===== config.mk =====
export PLATFORM = sky130hd
export DESIGN_NAME = fbcs_connect_sync
export DESIGN_NICKNAME = d
export VERILOG_FILES = /design/src/shared/fbcs_pkg.sv /design/src/design/fbcs_connect_sync.sv /design/src/design/fbcs_mode_decode.sv
export SDC_FILE = /design/constraint.sdc
export NUM_CORES = 1
export LEC_CHECK = 0
export CAP_MARGIN = 20
export CORE_AREA = 5 5 72 74
export DETAILED_ROUTE_END_ITERATION = 6
export DIE_AREA = 0 0 77 79
export DONT_BUFFER_PORTS = 1
export GPL_TIMING_DRIVEN = 0
export MAX_ROUTING_LAYER = met4
export PLACE_DENSITY = 0.74
export SYNTH_ARGS = -nofsm -noshare
export SYNTH_HDL_FRONTEND = slang
export SYNTH_SLANG_ARGS = --single-unit

===== constraint.sdc =====
create_clock -name clock_i -period 1.85 [get_ports clock_i]
set_input_delay 0.0925 -clock clock_i [delete_from_list [all_inputs] [get_ports clock_i]]
set_output_delay 0.0925 -clock clock_i [all_outputs]
set_load 0.005 [all_outputs]

===== src/shared/fbcs_pkg.sv =====
// Constants and types shared by the fieldbus connect and sync-phase block
package fbcs_pkg;
	// Command codes
	localparam logic [7:0] CMD_SYNC_SET = 8'h0D;
	localparam logic [7:0] CMD_CONNECT = 8'h0E;
	// Connection mode byte layout
	localparam int MODE_SUBCOMMAND_ENABLE_BIT_BIT = 7;
	localparam int MODE_RSVD_HI = 6;
	localparam int MODE_RSVD_LO = 4;
	localparam int MODE_XFER_HI = 3;
	localparam int MODE_XFER_LO = 2;
	localparam int MODE_SYNC_BIT = 1;
	localparam int MODE_RSVD0_BIT = 0;
	localparam logic [1:0] XFER_CONTINUOUS = 2'h1;
	localparam logic [1:0] XFER_NORMAL = 2'h0;
	// Cycle multiplier range
	localparam logic [7:0] MULT_MIN = 8'h01;
	localparam logic [7:0] MULT_MAX = 8'h20;
	// Register map, byte addresses
	localparam int ADDR_W = 8;
	localparam int DATA_W = 32;
	localparam logic [7:0] REG_CTRL = 8'h00;
	localparam logic [7:0] REG_STATUS = 8'h04;
	localparam logic [7:0] REG_IRQ_STAT = 8'h08;
	localparam logic [7:0] REG_IRQ_MASK = 8'h0C;
	localparam logic [7:0] REG_MODE = 8'h10;
	// Control register fields
	localparam int CTRL_SYNC_MASK_BIT = 0;
	localparam logic [31:0] CTRL_RESET = 32'h0000_0000;
	// Status register fields
	localparam int ST_PHASE_LO = 0;
	localparam int ST_PHASE_HI = 2;
	localparam int ST_PENDING_BIT = 3;
	localparam int ST_LOCAL_BIT = 4;
	// Event bits
	localparam int EV_W = 5;
	localparam int EV_WARN1 = 0;
	localparam int EV_PHASE3 = 1;
	localparam int EV_REJECT = 2;
	localparam int EV_LINK_ERR = 3;
	localparam int EV_DATA_WARN = 4;
	localparam logic [EV_W-1:0] EV_RESET = 5'h00;
	// Mode register fields
	localparam int MR_BYTE_LO = 0;
	localparam int MR_BYTE_HI = 7;
	localparam int MR_MULT_LO = 8;
	localparam int MR_MULT_HI = 15;
	localparam logic [7:0] BYTE_ZERO = 8'h00;
	localparam logic [31:0] WORD_ZERO = 32'h0000_0000;
	// Communication phases, one-hot
	typedef enum logic [2:0] {
		PHASE1 = 3'b001,
		PHASE2 = 3'b010,
		PHASE3 = 3'b100
	} fbcs_phase_e;
endpackage : fbcs_pkg


===== src/design/fbcs_connect_sync.sv =====
// Connect and start-synchronous command handling with phase tracking
// What this block does
// - Sync select bit: 0 async, 1 sync
// - Transfer codes 00/11 single, 01 continuous
// - Top mode bit enables subcommands
// - Async connect waits for start-sync before phase 3
// - Sync connect goes phase 1 to 3
// - Start-sync code 0DH, echoed, phase 2 only
// - Valid start-sync moves phase 2 to 3
// - Sync error mask completes start-sync at once
// - Start-sync under local tool raises warning 1
// - Connect 0EH sets mode and opens link
// - Unconnected: only connect, disconnect, no-op accepted
//
// The address-and-strobe port and the placing of the registers are this design's own decisions.
`timescale 1ns/1ps
`default_nettype none
module fbcs_connect_sync #(
	// Command codes not fixed by this block's own behaviour
	parameter logic [7:0] CMD_DISCONNECT = 8'h0F,
	parameter logic [7:0] CMD_NOP = 8'h00
) (
	// Clock and reset
	input wire logic clock_i,
	input wire logic arst_n_i,
	// Received command
	input wire logic cmd_valid_i,
	input wire logic [7:0] cmd_code_i,
	input wire logic [7:0] connection_mode_byte_i,
	input wire logic [7:0] cycle_multiplier_i,
	// Link events
	input wire logic sync_edge_i,
	input wire logic link_error_i,
	input wire logic local_tool_i,
	// Response
	output logic rsp_valid_o,
	output logic [7:0] rsp_code_o,
	// Link state
	output logic [2:0] phase_o,
	output logic sync_select_bit_o,
	output logic continuous_o,
	output logic subcommand_enable_bit_o,
	// Register port
	input wire logic [7:0] reg_addr_i,
	input wire logic [31:0] reg_wdata_i,
	input wire logic reg_wr_i,
	input wire logic reg_rd_i,
	output logic [31:0] reg_rdata_o,
	// Interrupt
	output logic irq_o
);
	////////////////////////////////////////////////////////////////////////////////
	// Reset release
	logic rst_meta;
	logic rst_n;

	always_ff @(posedge clock_i or negedge arst_n_i) begin
		if (!arst_n_i) begin
			rst_meta <= 1'b0;
			rst_n <= 1'b0;
		end else begin
			rst_meta <= 1'b1;
			rst_n <= rst_meta;
		end
	end

	////////////////////////////////////////////////////////////////////////////////
	// Local tool pin synchroniser
	logic local_meta;
	logic local_sync;

	always_ff @(posedge clock_i or negedge rst_n) begin
		if (!rst_n) begin
			local_meta <= 1'b0;
			local_sync <= 1'b0;
		end else begin
			local_meta <= local_tool_i;
			local_sync <= local_meta;
		end
	end

	////////////////////////////////////////////////////////////////////////////////
	// Command decode
	fbcs_pkg::fbcs_phase_e phase;
	fbcs_pkg::fbcs_phase_e next_phase;
	logic sync_pending;
	logic [31:0] ctrl;
	logic sync_error_mask_setting;
	logic is_connect;
	logic is_disconnect;
	logic is_nop;
	logic is_sync_set;
	logic mult_ok;
	logic connect_ok;
	logic reject;
	logic warn1;
	logic data_warn;
	logic sync_now;
	logic mode_sync;
	logic mode_rsvd_bad;
	logic [7:0] cycle_multiplier;

	assign sync_error_mask_setting = ctrl[fbcs_pkg::CTRL_SYNC_MASK_BIT];
	assign is_connect = cmd_valid_i && (cmd_code_i == fbcs_pkg::CMD_CONNECT);
	assign is_disconnect = cmd_valid_i && (cmd_code_i == CMD_DISCONNECT);
	assign is_nop = cmd_valid_i && (cmd_code_i == CMD_NOP);
	assign is_sync_set = cmd_valid_i && (cmd_code_i == fbcs_pkg::CMD_SYNC_SET);
	assign mult_ok = (cycle_multiplier_i >= fbcs_pkg::MULT_MIN) && (cycle_multiplier_i <= fbcs_pkg::MULT_MAX);
	// Out-of-range multiplier: warning, command ignored
	assign connect_ok = is_connect && (phase == fbcs_pkg::PHASE1) && mult_ok;
	assign data_warn = is_connect && (phase == fbcs_pkg::PHASE1) && !mult_ok;
	// Unconnected: anything but connect, disconnect and no-op is refused
	assign reject = cmd_valid_i && (phase == fbcs_pkg::PHASE1)
		&& !is_connect && !is_disconnect && !is_nop;
	// Start-sync in phase 1, or in phase 2 while the local tool runs
	assign warn1 = is_sync_set && ((phase == fbcs_pkg::PHASE1)
		|| ((phase == fbcs_pkg::PHASE2) && local_sync));
	// Start-sync completes now when masked, else at the next sync edge
	assign sync_now = (phase == fbcs_pkg::PHASE2) && !local_sync
		&& ((is_sync_set && sync_error_mask_setting)
		|| ((is_sync_set || sync_pending) && sync_edge_i));

	////////////////////////////////////////////////////////////////////////////////
	// Mode byte decoder
	fbcs_mode_decode u_mode (
		.clock_i(clock_i),
		.rst_n_i(rst_n),
		.load_i(connect_ok),
		.connection_mode_byte_i(connection_mode_byte_i),
		.sync_select_bit_o(mode_sync),
		.continuous_o(continuous_o),
		.subcommand_enable_bit_o(subcommand_enable_bit_o),
		.reserved_bad_o(mode_rsvd_bad)
	);

	assign sync_select_bit_o = mode_sync;

	////////////////////////////////////////////////////////////////////////////////
	// Phase machine
	always_comb begin
		next_phase = phase;
		case (phase)
			fbcs_pkg::PHASE1: begin
				if (connect_ok) begin
					// Sync connect skips phase 2
					if (connection_mode_byte_i[fbcs_pkg::MODE_SYNC_BIT]) begin
						next_phase = fbcs_pkg::PHASE3;
					end else begin
						next_phase = fbcs_pkg::PHASE2;
					end
				end
			end
			fbcs_pkg::PHASE2: begin
				if (is_disconnect) begin
					next_phase = fbcs_pkg::PHASE1;
				end else if (sync_now) begin
					next_phase = fbcs_pkg::PHASE3;
				end
			end
			fbcs_pkg::PHASE3: begin
				if (is_disconnect) begin
					next_phase = fbcs_pkg::PHASE1;
				end else if (link_error_i) begin
					// Stays out of phase 3 until start-sync is resent
					next_phase = fbcs_pkg::PHASE2;
				end
			end
			default: begin
				next_phase = fbcs_pkg::PHASE1;
			end
		endcase
	end

	always_ff @(posedge clock_i or negedge rst_n) begin
		if (!rst_n) begin
			phase <= fbcs_pkg::PHASE1;
		end else begin
			phase <= next_phase;
		end
	end

	always_ff @(posedge clock_i or negedge rst_n) begin
		if (!rst_n) begin
			sync_pending <= 1'b0;
		end else if ((next_phase != fbcs_pkg::PHASE2) || sync_now) begin
			sync_pending <= 1'b0;
		end else if (is_sync_set && !local_sync) begin
			sync_pending <= 1'b1;
		end
	end

	always_ff @(posedge clock_i or negedge rst_n) begin
		if (!rst_n) begin
			cycle_multiplier <= fbcs_pkg::BYTE_ZERO;
		end else if (connect_ok) begin
			cycle_multiplier <= cycle_multiplier_i;
		end
	end

	always_ff @(posedge clock_i or negedge rst_n) begin
		if (!rst_n) begin
			phase_o <= fbcs_pkg::PHASE1;
		end else begin
			phase_o <= next_phase;
		end
	end

	////////////////////////////////////////////////////////////////////////////////
	// Response
	always_ff @(posedge clock_i or negedge rst_n) begin
		if (!rst_n) begin
			rsp_valid_o <= 1'b0;
			rsp_code_o <= fbcs_pkg::BYTE_ZERO;
		end else begin
			rsp_valid_o <= cmd_valid_i;
			if (cmd_valid_i) begin
				// Echo, or no-op for a command refused when unconnected
				rsp_code_o <= reject ? CMD_NOP : cmd_code_i;
			end
		end
	end

	////////////////////////////////////////////////////////////////////////////////
	// Events and registers
	logic [fbcs_pkg::EV_W-1:0] ev_raw;
	logic [fbcs_pkg::EV_W-1:0] irq_stat;
	logic [fbcs_pkg::EV_W-1:0] irq_mask;
	logic wr_ctrl;
	logic wr_stat;
	logic wr_mask;

	assign ev_raw[fbcs_pkg::EV_WARN1] = warn1;
	assign ev_raw[fbcs_pkg::EV_PHASE3] = (next_phase == fbcs_pkg::PHASE3) && (phase != fbcs_pkg::PHASE3);
	assign ev_raw[fbcs_pkg::EV_REJECT] = reject;
	assign ev_raw[fbcs_pkg::EV_LINK_ERR] = link_error_i && (phase == fbcs_pkg::PHASE3) && !is_disconnect;
	assign ev_raw[fbcs_pkg::EV_DATA_WARN] = data_warn;
	assign wr_ctrl = reg_wr_i && (reg_addr_i == fbcs_pkg::REG_CTRL);
	assign wr_stat = reg_wr_i && (reg_addr_i == fbcs_pkg::REG_IRQ_STAT);
	assign wr_mask = reg_wr_i && (reg_addr_i == fbcs_pkg::REG_IRQ_MASK);

	always_ff @(posedge clock_i or negedge rst_n) begin
		if (!rst_n) begin
			ctrl <= fbcs_pkg::CTRL_RESET;
		end else if (wr_ctrl) begin
			ctrl <= fbcs_pkg::CTRL_RESET;
			ctrl[fbcs_pkg::CTRL_SYNC_MASK_BIT] <= reg_wdata_i[fbcs_pkg::CTRL_SYNC_MASK_BIT];
		end
	end

	always_ff @(posedge clock_i or negedge rst_n) begin
		if (!rst_n) begin
			irq_mask <= fbcs_pkg::EV_RESET;
		end else if (wr_mask) begin
			irq_mask <= reg_wdata_i[fbcs_pkg::EV_W-1:0];
		end
	end

	// Set beats write-one-to-clear in the same cycle
	genvar gi;
	generate
		for (gi = 0; gi < fbcs_pkg::EV_W; gi++) begin : g_ev
			always_ff @(posedge clock_i or negedge rst_n) begin
				if (!rst_n) begin
					irq_stat[gi] <= 1'b0;
				end else if (ev_raw[gi]) begin
					irq_stat[gi] <= 1'b1;
				end else if (wr_stat && reg_wdata_i[gi]) begin
					irq_stat[gi] <= 1'b0;
				end
			end
		end
	endgenerate

	always_ff @(posedge clock_i or negedge rst_n) begin
		if (!rst_n) begin
			irq_o <= 1'b0;
		end else begin
			irq_o <= |(irq_stat & irq_mask);
		end
	end

	////////////////////////////////////////////////////////////////////////////////
	// Register read
	logic [31:0] next_rdata;

	always_comb begin
		next_rdata = fbcs_pkg::WORD_ZERO;
		case (reg_addr_i)
			fbcs_pkg::REG_CTRL: begin
				next_rdata = ctrl;
			end
			fbcs_pkg::REG_STATUS: begin
				next_rdata[fbcs_pkg::ST_PHASE_HI:fbcs_pkg::ST_PHASE_LO] = phase;
				next_rdata[fbcs_pkg::ST_PENDING_BIT] = sync_pending;
				next_rdata[fbcs_pkg::ST_LOCAL_BIT] = local_sync;
			end
			fbcs_pkg::REG_IRQ_STAT: begin
				next_rdata[fbcs_pkg::EV_W-1:0] = irq_stat;
			end
			fbcs_pkg::REG_IRQ_MASK: begin
				next_rdata[fbcs_pkg::EV_W-1:0] = irq_mask;
			end
			fbcs_pkg::REG_MODE: begin
				next_rdata[fbcs_pkg::MODE_SYNC_BIT] = mode_sync;
				next_rdata[fbcs_pkg::MODE_XFER_LO] = continuous_o;
				next_rdata[fbcs_pkg::MODE_SUBCOMMAND_ENABLE_BIT_BIT] = subcommand_enable_bit_o;
				next_rdata[fbcs_pkg::MODE_RSVD_LO] = mode_rsvd_bad;
				next_rdata[fbcs_pkg::MR_MULT_HI:fbcs_pkg::MR_MULT_LO] = cycle_multiplier;
			end
			default: begin
				next_rdata = fbcs_pkg::WORD_ZERO;
			end
		endcase
	end

	// Read data valid only the cycle after the strobe
	always_ff @(posedge clock_i or negedge rst_n) begin
		if (!rst_n) begin
			reg_rdata_o <= fbcs_pkg::WORD_ZERO;
		end else if (reg_rd_i) begin
			reg_rdata_o <= next_rdata;
		end else begin
			reg_rdata_o <= fbcs_pkg::WORD_ZERO;
		end
	end
endmodule : fbcs_connect_sync
`default_nettype wire


===== src/design/fbcs_mode_decode.sv =====
// Registered decoder for the connection mode byte
`timescale 1ns/1ps
`default_nettype none
module fbcs_mode_decode (
	// Clock and reset
	input wire logic clock_i,
	input wire logic rst_n_i,
	// Load
	input wire logic load_i,
	input wire logic [7:0] connection_mode_byte_i,
	// Decoded fields
	output logic sync_select_bit_o,
	output logic continuous_o,
	output logic subcommand_enable_bit_o,
	output logic reserved_bad_o
);
	logic [1:0] transfer_method_field;

	assign transfer_method_field = connection_mode_byte_i[fbcs_pkg::MODE_XFER_HI:fbcs_pkg::MODE_XFER_LO];

	always_ff @(posedge clock_i or negedge rst_n_i) begin
		if (!rst_n_i) begin
			sync_select_bit_o <= 1'b0;
			continuous_o <= 1'b0;
			subcommand_enable_bit_o <= 1'b0;
			reserved_bad_o <= 1'b0;
		end else if (load_i) begin
			sync_select_bit_o <= connection_mode_byte_i[fbcs_pkg::MODE_SYNC_BIT];
			// Codes 00 and 11 both mean single transfer
			continuous_o <= (transfer_method_field == fbcs_pkg::XFER_CONTINUOUS);
			subcommand_enable_bit_o <= connection_mode_byte_i[fbcs_pkg::MODE_SUBCOMMAND_ENABLE_BIT_BIT];
			// Flagged only; the far end owns these bits
			reserved_bad_o <= (|connection_mode_byte_i[fbcs_pkg::MODE_RSVD_HI:fbcs_pkg::MODE_RSVD_LO])
				| connection_mode_byte_i[fbcs_pkg::MODE_RSVD0_BIT];
		end
	end
endmodule : fbcs_mode_decode
`default_nettype wire


-- After elaboration in Yosys (flattened, before gate mapping)
Index checks and enable logic that the tools add are counted.
- register bits: 73
- output and inout port bits: 48
- word-level logic and storage cells: 115
- muxes and demuxes: 26
- eq/ne operators: 14
- reduce and logical (&&, ||, !) cells: 49
- $lt $le $gt $ge: 2
- bitwise operators: 2
- operators with widths (kind ; number):
    $eq 8x4->1 const B ; 5
    $logic_and 1x1->1 ; 30
    $mux 3 ; 6
    $logic_not 8->1 ; 2
    $mux 16 ; 1
    $mux 1 ; 12
    $reduce_bool 2->1 ; 6
    $mux 9 ; 1
    $pmux 3 s3 ; 1
    $eq 8x3->1 const B ; 1
    $eq 8x5->1 const B ; 1
    $ge 8x1->1 const B ; 1
    $le 8x6->1 const B ; 1
    $mux 8 ; 1
    $pmux 1 s4 ; 2
    $pmux 2 s4 ; 1
    $eq 3x3->1 const B ; 2
    $and 5x5->5 ; 1
    $logic_not 1->1 ; 5
    $reduce_or 5->1 ; 1
    $logic_or 1x1->1 ; 4
    $eq 3x1->1 const B ; 1
    $eq 3x2->1 const B ; 1
    $ne 3x2->1 const B ; 1
    5 further kinds ; 5

-- Longest topological paths before layout
Gate-level depths: netlist (run 1).
- depth in word-level cells: 12
- depth in mapped cells: 8
- mapped depth without buffers: 5

-- By module
Synthesis (run 1) repeated with hierarchy kept, for this count alone.
- cells, all modules: 233
- area total of the unflattened synthesis: 2588.7 um^2
- modules (own cells, without submodules) (module ; instances ; cells an instance ; area each (um^2)):
    fbcs_connect_sync ; 1 ; 221 ; 2434.8
    fbcs_mode_decode ; 1 ; 12 ; 153.9

-- Worst setup path before layout (run 1)
OpenSTA, ideal clock, no wires.
- path type: register -> register
- start: register phase_o[2] (netlist name)
- end: register cycle_multiplier[2]
- data required time: 1725 ps
- period minus slack after synthesis: 1868 ps
- slack: -18 ps
- data arrival time: 1744 ps
- setup time: 125 ps
- stages on the path, launching flop included: 7
- path through: dfrtp_1 > clkbuf_1 > nor4b_1 > nand4_1 > a21oi_2 > buf_4 > mux2_2
- RTL lines (element ; line ; text):
    end signal: assignment ; fbcs_connect_sync.sv:194 ; cycle_multiplier <= fbcs_pkg::BYTE_ZERO;
    end signal: assignment ; fbcs_connect_sync.sv:196 ; cycle_multiplier <= cycle_multiplier_i;
    end: declaration ; fbcs_connect_sync.sv:101 ; logic [7:0] cycle_multiplier;

==> results of run 1 <==
cell type report:
class                           instances  area (um2)
Sequential cell                        55        1380
Fill cell                             301        1170
Multi-Input combinational cell        162        1130
Timing Repair Buffer                   46         452
Buffer                                 25         180
Clock buffer                            5        68.8
Tap cell                               54        67.6
Inverter                               12        45.0
Clock inverter                          3        43.8
worst register-to-register path: cells and delay by family, from the launching register on:
kind            cells  cell delay [ps]
simple gates        2              420
flops               1              630
mux                 1              300
compound gates      1              230
buf+inv             1              150
cells by family after synthesis:
kind of cell	after synthesis
DFF	55
buffers and inverters	37
and+or+nand+nor	83
xor gates and xnor gates	1
AOI/OAI and AO/OA	42
muxes	17
other	2
sequential cells by signal (all words and copies together) (netlist names):
signal,count
reg_rdata_o,14
irq_o,1
irq_mask,5
ctrl,1
phase_o,3
rst_meta,1
rsp_valid_o,1
u_mode.sync_select_bit_o,1
local_meta,1
rst_n,1
u_mode.reserved_bad_o,1
u_mode.subcommand_enable_bit_o,1
u_mode.continuous_o,1
rsp_code_o,8
sync_pending,1
irq_stat,5
local_sync,1
cycle_multiplier,8
layer usage:
metal / part of all wire (%) / up-vias / GRT usage [%]
li1: - / 934 / -
met1: 41 / 922 / 23.1
met5: 0 / - / -
met3: 6.7 / 13 / 6.69
met4: 2.3 / 0 / 7.73
met2: 50 / 78 / 32.5
cell usage in the layout (no fill, tap or decap), types with 5 or more instances in the layout:
cell type	n
dlygate4sd3_1	36
a22o_1	5
buf_4	26
nand3_1	9
nand2_1	21
and2_1	9
conb_1	19
a21oi_1	9
nor2b_1	6
nor2_1	9
mux2_2	9
nor3_1	6
inv_1	12
dfrtp_1	52
o21ai_0	10
clkbuf_8	6
mux2_4	7
cell usage after synthesis (2+ instances only):
library cell	n
a21o_1	2
a22o_1	5
nand2b_1	2
nor3_2	2
nand3_1	9
nor3_1	6
o31ai_1	2
dfrtp_1	54
mux2_2	16
nor2b_1	6
buf_4	19
and2_1	9
inv_1	12
o21ai_0	10
conb_1	2
nand2_1	21
nor2_1	9
a22oi_1	2
o22ai_1	4
nor4b_1	3
nand4b_1	2
clkbuf_1	5
nand4_1	3
a21oi_1	9
repair_timing:
action	in CTS	in global routing
hold endpoints to repair	37	2
gates cloned	0	0
gates resized for setup	8	8
buffers inserted	7	2
pin swaps	1	3
hold buffers	34	2
endpoints found under the setup margin	13	16
power by group through the flow:
stage | sequential, mW | clock [mW] | combinational (mW)
2_1_floorplan | 1.27 | 0 | 0.0963
3_3_place_gp | 1.28 | 0 | 0.105
3_5_place_dp | 1.27 | 0 | 0.125
4_1_cts | 1.24 | 0.808 | 0.186
5_1_grt | 1.25 | 0.865 | 0.216
6_report | 1.24 | 0.784 | 0.193
final timing paths:
check                      cells past startpoint                   to  slack (ps)           from
min                                            3       reg_rdata_o[4]          20  reg_addr_i[1]
max in group asynchronous                      1          irq_stat[0]        1090          rst_n
max reg2reg                                    5  cycle_multiplier[3]          10     phase_o[0]
max                                            5  cycle_multiplier[3]          10     phase_o[0]
min in group asynchronous                      0       reg_rdata_o[9]         230          rst_n
min reg2reg                                    0       reg_rdata_o[9]         230          rst_n
stage by stage:
step / setup WS, ps / hold slack (ps)
after floorplan: 27.0 / -203
after global placement: -341 / -203
after detailed placement: -238 / -203
after CTS: 7.20 / 4.75
after global routing: -55.8 / 25.7
final: 13.0 / 22.0
==> out/metrics.cfg, run 1 <==
[run_status]
status=finished clean

[die]
initial_utilization_pct=57.2
die_w_um=77
fp.dieH_um=79
io_pins=120
die-area_um2=6080
core_um2=4540
row_count=25

[place]
portBuffers=0
dp_hpwl_um=4050
dp.cells=309
routabilityCongestion=0.874
place_area_um2=2750

[timing]
min_period_ps=1840
setup_violations=0
hold_violations=0
achievable-frequency_mhz=544
post-route-period-util_pct=99.3
max_slew_margin_pct=61.3
rsz0062_at_grt=true
slew_violations=0
setup_tns_ps=0
tightest_slew_ps=576
skew_ps=6.39

[power_and_ir_drop]
swShare_pct=21.7
pwr-share-comb_pct=8.7
leakage_nw=1.57
seq_power_share_pct=56.0
p_int_mw=1.74
power_density_nw_per_um2=659
p_clk_share_pct=35.3
ir_drop_v=0.000573
power.total_mw=2.22
switching_power_mw=0.482

[global_route]
grt_max_degree=34
overflow=0
grt_use_total_pct=20.0
grt_pass1_wl_um=9510
grt_pass1_vias=1988
antenna_found_initial=0

[yosys]
yosys_warnings=0
synth_seq_area_share_pct=53.1
yosys.area_share.adder_pct=0
synth_mux_area_share_pct=7.82
yosysTopAreaCellShare_pct=52.1
synth_seq_cells=55
synthXorXnorAreaFrac_pct=0.338
ys_top_cells_by_area=dfrtp_1 (52%), mux2_2 (6.9%), buf_4 (5.5%)
async_flop_share_pct=100
synthDistinctLibCells=47
synthFlopType=dfrtp_1
synth_simple_gate_area_share_pct=18.8
yosysTopAreaCell=dfrtp_1
synth_cells=237
synth_top_family_by_area=simple AND/OR/NAND/NOR gates
syn_avg_cell_area_um2=10.9
syn-cell-area_um2=2590
synth_edf_count=0
synth-compound-area-share_pct=11.4

[routing]
dr.pass1.iters=4
ant_nets=0
drcViolationCount=0
drt-initial-drc-count=95
wl_per_cell_um=15.8
drt-vias-per-instance=5.38
wl_um=5730
via_count=1947

[worst_setup_path]
cp_slowest_cell=dfstp_2
critPathMaxFanout=7
critPathLaunchType=flip-flop
critPathCaptureType=flip-flop
cp.required_ps=2050
cp_num_buf_inv=1
critPathKind=flip-flop to flip-flop
path_cells=nor4b_4, nand4_1, a21oi_4, buf_6, mux2_4
critPathTopFamily=flip-flops
arrival_ps=2040
max_stage_delay_ps=630

[final_layout]
stdcell_count=362
fin_area_um2=3370
drive_gt1_share_pct=22.7
nNetsFinal=379
fin_util_pct=74.2
antenna_cells=0
syn_to_final_growth_pct=29.8

[clock_tree]
cts_buffers=5
clk_latency_ps=310
cts_tree=yes
clock_path_buffers=2
clockRootBuffer=clkbuf_8
htreeDepth=2
cts_sinks=55
path_clk_slew_ps=100

[run]
cap_violations=0

[worst_hold_path]
hp-class=input pin to flip-flop

(Power assumes the default switching activity.)
==> run 2: changes to the inputs <==
--- a/config.mk
+++ b/config.mk
@@ -5,14 +5,16 @@
 export SDC_FILE = /design/constraint.sdc
 export NUM_CORES = 1
 export LEC_CHECK = 0
+export ABC_AREA = 1
 export CAP_MARGIN = 20
-export CORE_AREA = 5 5 72 74
+export CORE_AREA = 5 5 74 76
 export DETAILED_ROUTE_END_ITERATION = 6
-export DIE_AREA = 0 0 77 79
+export DIE_AREA = 0 0 79 81
 export DONT_BUFFER_PORTS = 1
 export GPL_TIMING_DRIVEN = 0
 export MAX_ROUTING_LAYER = met4
 export PLACE_DENSITY = 0.74
+export RECOVER_POWER = 50
 export SYNTH_ARGS = -nofsm -noshare
 export SYNTH_HDL_FRONTEND = slang
 export SYNTH_SLANG_ARGS = --single-unit
==> run 2 against run 1 <==
  * Core utilization decreased by 3.7 points
  * Maximum frequency increased by 15%
  * Sequential share of layout area increased by 0.89 points
  * Sequential power increased by 9%
  * Sequential cell count unchanged
  * Critical endpoint is now sync_pending
==> out/metrics.cfg, run 2 <==
[final_layout]
fin_area_um2=3290  ; -2.3%
antenna_cells=0  ; unchanged
final_common_cell=nand2_1
reg.largest.list=reg_rdata_o: 14 flops, cycle_multiplier: 8 flops, rsp_code_o: 8 flops
nNetsFinal=457  ; +21%
stdcell_count=440  ; +22%
final_cell_mix=nand2_1 (96), dfrtp_1 (54), inv_1 (42), nor2_1 (30), nand3_1 (30)
fin_util_pct=70.6  ; -3.7 points
largest_reg_flops=14  ; unchanged
top_register=reg_rdata_o
drive_gt1_share_pct=13.7  ; -9.0 points
syn_to_final_growth_pct=19.3

[yosys]
synthTopCellsByCount=nand2_1 (96), dfrtp_1 (54), inv_1 (42)
synth_cells=331  ; +40%
synthDistinctLibCells=35  ; -26%
ys_top_cells_by_area=dfrtp_1 (49%), nand2_1 (13%), inv_1 (5.7%)
syn-cell-area_um2=2760  ; +6.3%
yosys_warnings=0  ; unchanged
synth_edf_count=0  ; unchanged
async_flop_share_pct=100  ; unchanged
synthFlopType=dfrtp_1
yosysTopAreaCell=dfrtp_1
yosysTopAreaCellShare_pct=49.0  ; -3.1 points
synth_seq_cells=55  ; unchanged
syn_avg_cell_area_um2=8.32  ; -24%
yosysMostFrequentCell=nand2_1
synth_seq_area_share_pct=50.0  ; -3.1 points

[worst_setup_path]
crit_start=phase_o[0]
arrival_ps=1850  ; -190 ps
critPathMaxFanout=10  ; +3
rr_worst_depth=7  ; +2
r2r_start=phase_o[0]
cp.required_ps=2100  ; +50 ps
critPathCaptureType=flip-flop
critPathLaunchType=flip-flop
critPathKind=flip-flop to flip-flop
reg2reg_to=sync_pending
regToRegSetupSlack_ps=250  ; +240 ps

[die]
io_pins=120  ; unchanged
fp.dieH_um=81  ; +2.5%
die-area_um2=6400  ; +5.2%
row_count=25  ; unchanged
die_w_um=79  ; +2.6%
initial_utilization_pct=59.1  ; +2.0 points
core_um2=4660  ; +2.8%

[place]
dp_hpwl_um=4340  ; +7.2%
dp.cells=403  ; +30%
pre_cts_ws_ps=243  ; +481 ps
place_area_um2=2910  ; +5.7%
portBuffers=0  ; unchanged
routabilityCongestion=0.882  ; +0.81%

[clock_tree]
cts_resized=0  ; -8
cts_setup_buffers=0  ; -7
clk_latency_ps=310  ; about the same
clockRootBuffer=clkbuf_8
cts_hold_buf=29  ; -15%
path_clk_slew_ps=100  ; about the same
cts_sinks=55  ; unchanged
cts_buffers=5  ; unchanged
clock_path_buffers=2  ; unchanged
htreeDepth=2  ; unchanged
cts_tree=yes

[routing]
drt-initial-drc-count=131  ; +38%
drt-vias-per-instance=4.99  ; -7.3%
wl_um=5850  ; +2.1%
drcViolationCount=0  ; unchanged
ant_nets=0  ; unchanged
wl_per_cell_um=13.3  ; -16%
dr.pass1.iters=4  ; unchanged
via_count=2194  ; +13%

[timing]
skew_ps=12.1  ; +5.72 ps
setup_violations=0  ; unchanged
achievable-frequency_mhz=626  ; +15%
rsz0062_at_grt=false
worst_slack_ps=254  ; +241 ps
max_slew_margin_pct=62.5  ; +1.2 points
tightest_slew_ps=563  ; -12.6 ps
post-route-period-util_pct=86.3  ; -13 points
slew_violations=0  ; unchanged
hold_violations=0  ; unchanged
min_period_ps=1600  ; -241 ps

[power_and_ir_drop]
switching_power_mw=0.731  ; +52%
power.total_mw=2.46  ; +11%
p_int_mw=1.73  ; -0.52%
pwr-share-comb_pct=17.0  ; +8.3 points
seq_power_share_pct=54.8  ; -1.2 points
p_clk_share_pct=28.2  ; -7.1 points
ir_drop_v=0.000421  ; -26%
leakage_nw=1.75  ; +11%
power_density_nw_per_um2=748  ; +13%
swShare_pct=29.7  ; +8.0 points

[global_route]
grt_use_total_pct=20.5  ; +0.49 points
grt_pass1_vias=2202  ; +11%
grt_pass1_wl_um=10100  ; +6.5%
antenna_found_initial=0  ; unchanged
overflow=0  ; unchanged
grt_max_degree=42  ; +24%

[worst_hold_path]
min_to=rsp_code_o[0]
worstHoldStart=cmd_code_i[0]
whs_path_depth=4  ; +1
hp-class=input pin to flip-flop

[run_status]
status=finished clean

[run]
cap_violations=0  ; unchanged

[run 2: cell types whose count changed after synthesis, moves of 8 or more]
cell / change
nand3_1: +20
and2_1: -8
mux2_2: -16
a21oi_1: -8
inv_1: +30
nor2_1: +21
nand2_1: +75
[run 2: worst max-delay path, cell delays in order (launching register included)]
cell and delay [ps]:
dfstp_2 590, nand3_2 170, nor3_4 260, nand3_2 100, buf_6 160, nand2_4 60, nand3_4 60, nor2_2 130
[run 2: cells by family (layout without fill, tap and decap cells)]
logic type      after synthesis  count (layout)  share of synthesized area (%)
other cells                   2              19                          0.273
flops                        55              55                           50.0
simple gates                185             185                           33.2
compound gates               22              22                           4.36
buf+inv                      67             105                           12.2
[run 2: routing by layer]
metal | routed length [um] | global-route usage (%) | vias to the layer above
met2 | 2750 | 33.4 | 82
met4 | 55 | 4.81 | 0
met5 | 0 | - | -
met1 | 2560 | 26.0 | 1011
li1 | - | - | 1095
met3 | 482 | 5.10 | 6
[run 2: worst max-delay path by stage]
stage                        end  slack (ps)  depth (start not counted)
floorplan                ctrl[0]         210                          0
global placement           irq_o        -340                          0
detailed placement  sync_pending         240                          7
CTS                 sync_pending         220                          7
global route         irq_stat[1]         110                         10
finish              sync_pending         250                          7
[run 2: final cells by class]
type	instances	area, um2
plain buffers	22	166
clock buffers	5	68.8
clock inverters	3	27.5
fillers	370	1370
inverters	45	169
multi-input cells	226	1100
flip-flops and latches	55	1380
well taps	54	67.6
repair buffers	30	310
[run 2: through the flow]
| stage | setup TNS (ps) | hold WS, ps |
|---|---|---|
| after floorplan | 0 | -203 |
| after global placement | -17570 | -203 |
| after detailed placement | 0 | -203 |
| after CTS | 0 | 16.1 |
| after global routing | 0 | 31.6 |
| final | 0 | 25.3 |
[run 2: power groups by stage]
stage | combinational, mW | sequential [mW] | clock, mW
after floorplan | 0.295 | 1.36 | 0
after global placement | 0.338 | 1.39 | 0
after detailed placement | 0.369 | 1.37 | 0
after CTS | 0.420 | 1.35 | 0.714
after global routing | 0.482 | 1.36 | 0.767
final | 0.419 | 1.35 | 0.694
==> run 3: changes to the inputs <==
--- a/config.mk
+++ b/config.mk
@@ -8,13 +8,15 @@
 export ABC_AREA = 1
 export CAP_MARGIN = 20
 export CORE_AREA = 5 5 74 76
+export CTS_BUF_LIST = sky130_fd_sc_hd__clkbuf_4
 export DETAILED_ROUTE_END_ITERATION = 6
 export DIE_AREA = 0 0 79 81
 export DONT_BUFFER_PORTS = 1
 export GPL_TIMING_DRIVEN = 0
 export MAX_ROUTING_LAYER = met4
-export PLACE_DENSITY = 0.74
+export PLACE_DENSITY = 0.75
 export RECOVER_POWER = 50
 export SYNTH_ARGS = -nofsm -noshare
 export SYNTH_HDL_FRONTEND = slang
+export SYNTH_HIERARCHICAL = 1
 export SYNTH_SLANG_ARGS = --single-unit
==> run 3 against run 2 <==
  * Final cell count is 3.2% higher
  * Global-route usage up 1.2 points
  * Worst setup slack got worse by 130 ps
  * Maximum frequency shrank 7.5%
  * Register-to-register slack got worse by 100 ps
  * Clock skew shrank 6.2 ps
  * Core utilization increased by 2.3 points
==> out/metrics.cfg, run 3 <==
[yosys]
syn-cell-area_um2=2780  ; +1.0%
ys_top_cells_by_area=dfrtp_1 (49%), nand2_1 (13%), inv_1 (5.7%)
yosysTopAreaCellShare_pct=48.6  ; -0.49 points
synthTopCellsByCount=nand2_1 (100), dfrtp_1 (54), inv_1 (42)
yosys_warnings=6  ; +6
synthXorXnorAreaFrac_pct=0  ; unchanged
synth_edf_count=0  ; unchanged
synth_mux_area_share_pct=0  ; unchanged
synth-compound-area-share_pct=4.59  ; +0.23 points
yosysTopAreaCell=dfrtp_1
synth_top_family_by_area=simple AND/OR/NAND/NOR gates
synthFlopType=dfrtp_1
synthDistinctLibCells=34  ; -2.9%
synth_seq_cells=55  ; unchanged
syn_avg_cell_area_um2=8.28  ; -0.50%
synth_cells=336  ; +1.5%
synth_seq_area_share_pct=49.5  ; -0.49 points
yosysMostFrequentCell=nand2_1
async_flop_share_pct=100  ; unchanged
yosys.area_share.adder_pct=0  ; unchanged
synth_simple_gate_area_share_pct=33.6  ; +0.39 points

[worst_setup_path]
critPathCaptureType=flip-flop
critPathLaunchType=input pin
cp.required_ps=2160  ; +60 ps
critPathKind=input pin to flip-flop
max_stage_delay_ps=620  ; +30 ps
regToRegSetupSlack_ps=150  ; -100 ps
worst_path_most_repeated_cell=dlygate4sd3_1
path_cells=dlygate4sd3_1, nor4_4, dlygate4sd3_1, nand3_2, a21boi_0, nor2_1
critPathTopFamily=buffers and inverters
arrival_ps=2030  ; +180 ps
cp_slowest_cell=dlygate4sd3_1
cp_num_buf_inv=2  ; +1
critPathMaxFanout=10  ; unchanged

[clock_tree]
clockRootBuffer=clkbuf_4
cts_sinks=55  ; unchanged
clock_path_buffers=2  ; unchanged
cts_tree=yes
clk_latency_ps=370  ; +60 ps
htreeDepth=2  ; unchanged
cts_setup_buffers=0  ; unchanged
path_clk_slew_ps=140  ; +40 ps
cts_buffers=5  ; unchanged

[routing]
drcViolationCount=0  ; unchanged
drt-initial-drc-count=154  ; +18%
wl_per_cell_um=13.8  ; +3.8%
wl_um=6270  ; +7.1%
drt-vias-per-instance=4.99  ; +0.14%
ant_nets=0  ; unchanged
dr.pass1.iters=4  ; unchanged
via_count=2267  ; +3.3%

[final_layout]
final_common_cell=nand2_1
antenna_cells=0  ; unchanged
fin_util_pct=72.8  ; +2.3 points
multi_input_area_um2=1130  ; +3.0%
largest_reg_flops=14  ; unchanged
top_register=reg_rdata_o
drive_gt1_share_pct=15.5  ; +1.8 points
fillers=371  ; +0.27%
reg.largest.list=reg_rdata_o: 14 flops, cycle_multiplier: 8 flops, rsp_code_o: 8 flops
regArea_um2=1380  ; unchanged
final_cell_mix=nand2_1 (100), dfrtp_1 (54), inv_1 (41), dlygate4sd3_1 (38), nor2_1 (34)
syn_to_final_growth_pct=22.0
nNetsFinal=471  ; +3.1%

[power_and_ir_drop]
leakage_nw=1.79  ; +2.3%
ir_drop_v=0.000469  ; +11%
power_density_nw_per_um2=707  ; -5.4%

[global_route]
grt_use_met2_pct=37.2  ; +3.8 points
use_met1_pct=24.3  ; -1.7 points
grt_pass1_wl_um=10600  ; +4.8%
grt_use_total_pct=21.7  ; +1.2 points
antenna_found_initial=0  ; unchanged
grt_pass1_vias=2326  ; +5.6%
grt_util_met3_pct=6.54  ; +1.4 points
grt_max_degree=32  ; -24%
overflow=0  ; unchanged
grt-busiest-layer=met2

[die]
fp.dieH_um=81  ; unchanged
io_pins=120  ; unchanged
row_count=25  ; unchanged
die_w_um=79  ; unchanged
die-area_um2=6400  ; unchanged
core_um2=4660  ; unchanged
initial_utilization_pct=59.7  ; +0.59 points

[timing]
slew_violations=0  ; unchanged
max_slew_margin_pct=37.2  ; -25 points
rsz0062_at_grt=false
setup_tns_ps=0  ; unchanged
hold_violations=0  ; unchanged
setup_violations=0  ; unchanged
min_period_ps=1730  ; +129 ps
worst_slack_ps=125  ; -129 ps
post-route-period-util_pct=93.3  ; +7.0 points
skew_ps=5.94  ; -6.17 ps
achievable-frequency_mhz=580  ; -7.5%
tightest_slew_ps=942  ; +379 ps

[run_status]
status=finished clean

[worst_hold_path]
hp-class=input pin to flip-flop

[run]
cap_violations=0  ; unchanged

[place]
pre_cts_ws_ps=92.9  ; -150 ps
portBuffers=0  ; unchanged
routabilityCongestion=0.876  ; -0.60%
dp_hpwl_um=4490  ; +3.5%

## run 3: layout make-up
type | instances | share of cell area [%]
well taps | 54 | 1.99
clock buffers | 5 | 1.11
inverters | 46 | 5.23
clock inverters | 3 | 1.14
multi-input cells | 231 | 33.4
flip-flops and latches | 55 | 40.6
repair buffers | 39 | 11.8
plain buffers | 21 | 4.75
## run 3: routing by layer
| layer | part of all wire [%] | up-vias |
|---|---|---|
| met5 | 0 | - |
| met4 | 1.9 | 0 |
| met3 | 7.3 | 12 |
| met2 | 51 | 75 |
| met1 | 39 | 1051 |
| li1 | - | 1129 |
## run 3: metrics by stage
| stage | hold slack (ps) | power [mW] | instance area, um2 | std cells |
|---|---|---|---|---|
| final | 29.3 | 2.40 | 3390 | 454 |
| after CTS | 2.25 | 2.42 | 3390 | 454 |
| after global routing | 17.8 | 2.54 | 3390 | 454 |
| after floorplan | -203 | 1.63 | 2850 | 353 |
| after global placement | -203 | 1.70 | 2910 | 407 |
| after detailed placement | -203 | 1.72 | 2940 | 408 |
## run 3: logic make-up after synthesis
family                 after synthesis
buffers and inverters               67
DFF                                 55
other                                2
and+or+nand+nor                    193
AOI/OAI and AO/OA                   19
## run 3: path summary, 6_finish.rpt
check	cells past startpoint	startpoint	endpoint
worst max-delay path	6	reg_addr_i[6]	reg_rdata_o[4]
worst min-delay path	5	reg_addr_i[5]	reg_rdata_o[2]
worst max register to register	8	phase_o[0]	u_mode/continuous_o
worst min register to register	0	local_meta	local_sync
max in group asynchronous	1	rst_n	phase_o[0]
min in group asynchronous	0	rst_n	rsp_code_o[2]
## run 3: report_power, final
group	switching, mW	internal [mW]
Clock	0.362	0.279
Combinational	0.242	0.167
Sequential	0.0728	1.28
Total	0.676	1.72
## run 3: worst register-to-register path, cell delays in order, from the launching register on
cell	delay (ps)
dfstp_2	610
nand3_2	170
nor3_4	310
nand3_4	170
clkinvlp_4	160
inv_2	70
nor2_2	70
nand2_1	50
nand2_1	40
## run 3: timing repair
item / CTS / global route
endpoints found under the setup margin: 0 / 4
hold buffers: 38 / 0
endpoints found under the hold margin: 49 / 0
gates resized for setup: 0 / 1
